===== src/include/display_keyboard_scanner_map.vh =====
`ifndef DISPLAY_KEYBOARD_SCANNER_MAP_VH
`define DISPLAY_KEYBOARD_SCANNER_MAP_VH

// clock rate in MHz
`define DKS_CLK_MHZ        25
// one scan slot, the blanking repeat period, in microseconds
`define DKS_SLOT_US        640
// blanking pulse width in microseconds
`define DKS_BLANK_US       150
// slot length in clock cycles (longest time, rounds down)
`define DKS_SLOT_CYC       (`DKS_SLOT_US * `DKS_CLK_MHZ)
// blanking length in clock cycles (least time, rounds up)
`define DKS_BLANK_CYC      (`DKS_BLANK_US * `DKS_CLK_MHZ)
// scan counter width: four divide-by-two stages
`define DKS_COUNT_BITS     4
// slot timer width
`define DKS_TIMER_BITS     15
// reset values; the strobe and column idle values are not loaded at reset
`define DKS_COUNT_RESET    4'h0
`define DKS_STROBES_IDLE   16'hFFFF
`define DKS_COLUMNS_IDLE   8'hFF
`define DKS_SEG_RESET      8'h00
// field positions of the key code: column above row
`define DKS_KEY_ROW_LSB    0
`define DKS_KEY_COL_LSB    3

`endif


===== src/verilog/display_ram.v =====
`timescale 1ns/10ps

// small segment pattern store, one word per digit, registered read
module display_ram #(
  parameter WIDTH = 8,
  parameter DEPTH = 16,
  parameter ABITS = 4
) (
  input  wire             clk,
  input  wire             reset_n,
  input  wire             ce,
  input  wire             writeEnable,
  input  wire [ABITS-1:0] writeAddr,
  input  wire [WIDTH-1:0] writeData,
  input  wire [ABITS-1:0] readAddr,
  output reg  [WIDTH-1:0] readData
);

  reg [WIDTH-1:0] store [0:DEPTH-1];  // pattern words, no reset needed

  // write port, frozen with the clock enable
  always @(posedge clk) begin
    if (ce && writeEnable) begin
      store[writeAddr] <= writeData;
    end
  end

  // read data comes out of a register
  always @(posedge clk or negedge reset_n) begin
    if (!reset_n) begin
      readData <= {WIDTH{1'b0}};
    end else if (ce) begin
      readData <= store[readAddr];
    end
  end

endmodule // display_ram


===== src/verilog/display_keyboard_scanner.v =====
`timescale 1ns/10ps
`include "display_keyboard_scanner_map.vh"

module display_keyboard_scanner #(
  parameter SLOT_CYC  = `DKS_SLOT_CYC,   // cycles in one scan slot
  parameter BLANK_CYC = `DKS_BLANK_CYC,  // cycles of blanking per slot
  parameter DIGITS    = 16,
  parameter COLUMNS   = 8,
  parameter ROWS      = 8
) (
  input  wire         clk,
  input  wire         reset_n,
  input  wire         ce,
  input  wire         dispWrite,
  input  wire [3:0]   dispAddr,
  input  wire [7:0]   dispData,
  input  wire [7:0]   key_return_lines_n,
  output reg  [3:0]   scanCount,
  output reg  [15:0]  digitStrobe_n,
  output reg  [15:0]  digitCopy_n,
  output reg          blank_n,
  output reg  [7:0]   columnStrobe_n,
  output reg  [7:0]   segment,
  output reg          keyDown,
  output reg          keyStrobe,
  output reg  [5:0]   keyCode
);

  // integer copies first, then cut to the timer width on purpose
  localparam integer SLOT_LAST_I  = SLOT_CYC - 1;   // wrap value, full width
  localparam integer BLANK_LAST_I = BLANK_CYC - 1;  // last blanked cycle, full width
  localparam integer SAMPLE_AT_I  = BLANK_CYC;      // sample point, full width
  localparam [14:0]  SLOT_LAST    = SLOT_LAST_I[14:0];   // slot timer wrap value
  localparam [14:0]  BLANK_LAST   = BLANK_LAST_I[14:0];  // last blanked cycle
  localparam [14:0]  SAMPLE_AT    = SAMPLE_AT_I[14:0];   // returns sampled after blanking

  reg  [14:0] slotTimer;          // cycles within current slot
  reg  [7:0]  returnMeta;         // first synchroniser stage, read only below
  reg  [7:0]  returnSync;         // settled return lines
  reg  [3:0]  next_scanCount;
  reg  [15:0] next_digitStrobe_n;
  reg  [7:0]  next_columnStrobe_n;
  reg  [15:0] columnDecode;       // full decode before the column slice
  reg         next_blank_n;
  reg  [2:0]  rowFound;           // lowest row seen low
  reg         anyLow;             // some return low
  reg  [2:0]  sampledColumn;      // column active in this slot
  wire [7:0]  ramData;            // pattern of the digit being fetched
  integer     i;

  // one-hot active-low decode, shared by digits and columns
  function [15:0] decodeLow;
    input [3:0] index;
    begin
      decodeLow        = 16'hFFFF;
      decodeLow[index] = 1'b0;
    end
  endfunction

  // pattern store, read at the current digit; the registered read has
  // settled a few cycles into the slot, long before blanking ends
  display_ram #(
    .WIDTH (8),
    .DEPTH (DIGITS),
    .ABITS (4)
  ) u_ram (
    .clk         (clk),
    .reset_n     (reset_n),
    .ce          (ce),
    .writeEnable (dispWrite),
    .writeAddr   (dispAddr),
    .writeData   (dispData),
    .readAddr    (scanCount),
    .readData    (ramData)
  );

  // two-flop synchroniser on the keyswitch return pins
  always @(posedge clk or negedge reset_n) begin
    if (!reset_n) begin
      returnMeta <= 8'hFF;
      returnSync <= 8'hFF;
    end else if (ce) begin
      returnMeta <= key_return_lines_n;
      returnSync <= returnMeta;
    end
  end

  // slot timer: the slot is the count period of the divider chain
  always @(posedge clk or negedge reset_n) begin
    if (!reset_n) begin
      slotTimer <= 15'h0000;
    end else if (ce) begin
      if (slotTimer == SLOT_LAST) begin
        slotTimer <= 15'h0000;
      end else begin
        slotTimer <= slotTimer + 15'h0001;
      end
    end
  end

  // next count and strobes, decoded from the next count; blanking from the slot timer
  always @* begin
    next_scanCount = scanCount;
    if (slotTimer == SLOT_LAST) begin
      next_scanCount = scanCount + 4'h1;
    end
    // single low bit means exactly one digit at a time
    next_digitStrobe_n  = decodeLow(next_scanCount);
    // columns use the low three bits, so each repeats twice per frame
    columnDecode        = decodeLow({1'b0, next_scanCount[2:0]});
    next_columnStrobe_n = columnDecode[7:0];
    // blanking low at the head of every slot
    if (slotTimer == SLOT_LAST) begin
      next_blank_n = 1'b0;
    end else if (slotTimer == BLANK_LAST) begin
      next_blank_n = 1'b1;
    end else begin
      next_blank_n = blank_n;
    end
  end

  // scan outputs; every output comes from a flop
  always @(posedge clk or negedge reset_n) begin
    if (!reset_n) begin
      scanCount      <= `DKS_COUNT_RESET;
      digitStrobe_n  <= decodeLow(`DKS_COUNT_RESET);
      digitCopy_n    <= decodeLow(`DKS_COUNT_RESET);
      columnStrobe_n <= 8'hFE;
      blank_n        <= 1'b0;
    end else if (ce) begin
      scanCount      <= next_scanCount;
      digitStrobe_n  <= next_digitStrobe_n;
      digitCopy_n    <= next_digitStrobe_n;
      columnStrobe_n <= next_columnStrobe_n;
      blank_n        <= next_blank_n;
    end
  end

  // segment drive: pattern of the active digit, dark while blanked
  always @(posedge clk or negedge reset_n) begin
    if (!reset_n) begin
      segment <= `DKS_SEG_RESET;
    end else if (ce) begin
      if (slotTimer == SLOT_LAST) begin
        segment <= `DKS_SEG_RESET;                // blank while digit changes
      end else if (slotTimer == BLANK_LAST) begin
        segment <= ramData;
      end
    end
  end

  // lowest-numbered low return line wins on a multi-key press
  always @* begin
    rowFound      = 3'h0;
    anyLow        = 1'b0;
    sampledColumn = scanCount[2:0];
    for (i = ROWS - 1; i >= 0; i = i - 1) begin
      if (!returnSync[i]) begin
        rowFound = i[2:0];
        anyLow   = 1'b1;
      end
    end
  end

  // key detection: sample once per slot, past blanking and sync delay
  always @(posedge clk or negedge reset_n) begin
    if (!reset_n) begin
      keyDown   <= 1'b0;
      keyStrobe <= 1'b0;
      keyCode   <= 6'h00;
    end else if (ce) begin
      keyStrobe <= 1'b0;
      if (slotTimer == SAMPLE_AT) begin
        if (anyLow) begin
          // return matches the active column
          keyCode[`DKS_KEY_ROW_LSB +: 3] <= rowFound;
          keyCode[`DKS_KEY_COL_LSB +: 3] <= sampledColumn;
          keyStrobe <= ~keyDown;                           // new press only
          keyDown   <= 1'b1;
        end else if (sampledColumn == keyCode[`DKS_KEY_COL_LSB +: 3]) begin
          // held key's column high again: released
          keyDown <= 1'b0;
        end
      end
    end
  end

endmodule // display_keyboard_scanner


===== config.mk =====
export PLATFORM = sky130hd
export DESIGN_NAME = display_keyboard_scanner
export DESIGN_NICKNAME = d
export VERILOG_FILES = /design/src/verilog/display_ram.v /design/src/verilog/display_keyboard_scanner.v
export VERILOG_INCLUDE_DIRS = /design/src /design/src/include
export SDC_FILE = /design/constraint.sdc
export NUM_CORES = 1
export LEC_CHECK = 0
export BUFFER_PORTS_ARGS = -buffer_cell sky130_fd_sc_hd__buf_2
export CORE_ASPECT_RATIO = 1.2
export CORE_MARGIN = 3
export CORE_UTILIZATION = 45
export CTS_BUF_LIST = sky130_fd_sc_hd__clkbuf_8 sky130_fd_sc_hd__clkbuf_16
export DETAILED_ROUTE_END_ITERATION = 10
export PLACE_DENSITY_LB_ADDON = 0.15
export SYNTH_ARGS = -nofsm -noshare
export SYNTH_HDL_FRONTEND = slang
export SYNTH_SLANG_ARGS = --single-unit

===== constraint.sdc =====
create_clock -name clk -period 3.36 [get_ports clk]
set_clock_uncertainty 0.05 [all_clocks]
set_input_delay 0.168 -clock clk [delete_from_list [all_inputs] [get_ports clk]]
set_output_delay 0.168 -clock clk [all_outputs]
set_load 0.1 [all_outputs]

==> impl_metrics.yaml <==
routing:
  vias: 5095
  antenna_left: 0
  routed_via_density: 5.34
  wl_met3_um: 822
  dr_wl_met2_um: 9550
  drt_iter0_markers: 298
  drc: 0
  drt_wl_total_um: 18200
  top_signal_layer_used: "met4"
  dr.pass1.iters: 4
  drt-met1-wl_um: 7490
  wl_per_cell_um: 19.0
final_layout:
  synthToLayoutAreaGrowth_pct: 15.6
  drive_gt1_frac: 0.315
  fin_nets: 711
  instances_no_fill: 955
  n_antenna_cell: 0
place:
  routabilityCongestion: 0.766
  hpwlAfterDp_um: 12300
  port_buffers: 84
  placedCellCount: 904
clocking:
  clockBufferDepth: 3
  path_clk_slew_ps: 60
  cts_buffers: 23
  clock_latency_ps: 490
  ctsResizeCount: 0
  htreeDepth: 1
  cts.sink_count: 212
  cts_tree: "done"
  root_buffer: "clkbuf_16"
yosys:
  ys_ff_latch: 212
  syn_area_per_cell_um2: 14.9
  syn_area_um2: 8920
  ys_dominant_reg_cell: "edfxtp_1"
  syn-num-nets: 626
  netlist.top_cell.by_area: "edfxtp_1"
  synth_edf_count: 128
  ys_types: 54
  synth_area_leaders: "edfxtp_1 43%, dfrtp_1 13%, dfstp_2 11%"
  async_reset_ff_frac: 0.396
  netlist_instances: 598
  yosysTopAreaCellShare: 0.431
  ys_seq_area_frac: 0.672
  yosysWarnings: 0
critical_path:
  cp_slowest_cell: "nor4_4"
  cp_num_buf_inv: 1
  cp-end-kind: "flip-flop"
  cp-startpoint: "slotTimer[7]"
  critical_path.top_delay_family: "simple AND/OR/NAND/NOR gates"
  reg2reg_slack_ps: 990
  worst_ep_required_time_ps: 3720
  cp_data_arrival_time_ps: 2730
  r2r_start: "slotTimer[7]"
  cp_max_fo: 13
  start_kind: "flip-flop"
  critPathKind: "flip-flop to flip-flop"
  crit_path_cell_trace: "nand4b_1 > nor4_4 > buf_4 > mux2i_1 > nor2_1 > a21oi_1"
  max_stage_delay_ps: 550
floorplan:
  start_util: 0.465
  num_rows: 55
  ios: 85
  dieHeight_um: 160
  dieArea_um2: 21600
  coreArea_um2: 19200
  die_w_um: 135
pwr:
  p_total_mw: 5.70
  p_leak_nw: 3.71
  p_sw_mw: 1.19
  swShare: 0.209
  p_comb_frac: 0.045
  max-vdd-ir-drop_v: 0.000398
  p_int_mw: 4.51
  power_frac_clock: 0.437
  pwr-share-seq: 0.517
  power.density_nw_per_um2: 552
outcome:
  status: "complete, no violations"
timing:
  whs_ps: 19.4
  period_share: 0.705
  worst_pin_slew_ps: 1050
  setup_viol: 0
  setup_tns_ps: 0
  fmax_mhz: 422
  slew_headroom: 0.302
  slew_viol_final: 0
  rsz0062_at_grt: "no"
  fin_crit_ps: 2370
  finalHoldViolCount: 0
global_route:
  grt_pass1_vias: 5190
  grtUsageTotal: 0.170
  antenna_found_initial: 0
  grt_overflow: 0
  grt_max_degree: 85
  grt_pass1_wl_um: 28900
job:
  cap_violations: 0
worst_hold_path:
  min-delay-start: "dispData[6]"
  hold_path.class: "input pin to flip-flop"
## stage by stage
step | setup WS, ps | area (µm²) | util
2_1_floorplan | 796 | 8920 | -
3_3_place_gp | 1040 | 9440 | 0.492
3_5_place_dp | 943 | 9440 | 0.492
4_1_cts | 935 | 10300 | 0.538
5_1_grt | 815 | 10300 | 0.538
6_report | 991 | 10300 | 0.538
## synthesized netlist by cell type, drive strengths merged, types with 14 or more instances
library cell and n:
dfstp 38, mux2 18, o21ai 15, inv 14, dfrtp 46, buf 26
nand2 25, edfxtp 128, mux4 16, nor2 38, mux2i 34, a21oi 23
nand3 25, clkbuf 18, o22a 14, xnor2 14
## power by group through the flow
stage / registers [mW] / logic (mW) / clock network, mW
CTS: 2.95 / 0.263 / 2.56
detailed placement: 3.00 / 0.252 / 0
global placement: 2.99 / 0.244 / 0
floorplan: 2.99 / 0.150 / 0
global route: 2.96 / 0.289 / 2.66
finish: 2.95 / 0.259 / 2.49
## layout make-up
class | count | area, µm²
Timing Repair Buffer | 104 | 598
Clock inverter | 9 | 66.3
Fill cell | 1567 | 8880
Multi-Input combinational cell | 328 | 2570
Inverter | 14 | 52.6
Clock buffer | 32 | 711
Tap cell | 256 | 320
Sequential cell | 212 | 6000
## worst paths after layout
kind / endpoint / depth (start not counted)
worst max-delay path: digitCopy_n[13] / 6
worst min-delay path: u_ram.store[3][6] / 1
min in group asynchronous: digitCopy_n[0] / 2
max in group asynchronous: scanCount[0] / 2
worst min register to register: columnStrobe_n[7] / 2
worst max register to register: digitCopy_n[13] / 6
## state kept, by name (all words and copies together) (netlist names)
register / cells
blank_n: 1
columnStrobe_n: 8
digitCopy_n: 16
keyCode: 6
keyDown: 1
keyStrobe: 1
returnMeta: 8
returnSync: 8
scanCount: 4
segment: 8
slotTimer: 15
u_ram.readData: 8
u_ram.store: 128
## worst reg2reg max path, cell delays in order, from the launching register on
cell	delay (ps)
dfrtp_1	420
nand4b_1	410
nor4_4	550
buf_4	280
mux2i_1	270
nor2_1	100
a21oi_1	210
## kinds of logic after synthesis
group / Yosys count / share of synthesized area
flip-flops: 212 / 0.672
AND/OR/NAND/NOR: 147 / 0.0937
AO/OA/AOI/OAI: 89 / 0.0676
multiplexers: 68 / 0.101
buffers and inverters: 58 / 0.0400
XOR/XNOR: 20 / 0.0205
adder cells (fa/ha/maj): 4 / 0.00561
## metal layers
metal,track usage,vias up
met2,0.302,129
met4,0.0421,0
met5,0,-
met3,0.0271,26
li1,-,2406
met1,0.219,2534
## what timing repair did
item | CTS | global route
endpoints found under the hold margin | 58 | 0
setup buffers | 0 | 0
hold buffers | 10 | 0
## cell usage in the layout, fill, tap and decap left out, types with 2 or more instances in the layout
cell / instances
edfxtp_1: 128
buf_2: 83
dfrtp_1: 45
nor2_1: 38
dfstp_2: 38
mux2i_1: 34
nand2_1: 25
nand3_1: 25
clkbuf_16: 24
a21oi_1: 23
inv_1: 19
mux2_2: 18
mux4_2: 16
o21ai_0: 15
xnor2_1: 14
o22a_1: 12
nor2b_1: 11
buf_4: 11
dlygate4sd3_1: 10
nor3_1: 9
nand4_1: 8
a22oi_1: 8
a211oi_1: 8
o221ai_1: 8
clkbuf_8: 8
nand2b_1: 6
a31oi_1: 6
xor2_1: 5
ha_1: 4
and3_1: 3
nor4_4: 3
nand4b_1: 2
or3_1: 2
o22ai_1: 2
and2_1: 2
nor4_1: 2
or2b_2: 2
o22a_2: 2
clkinv_2: 2
Power figures use the tool's default switching activity.
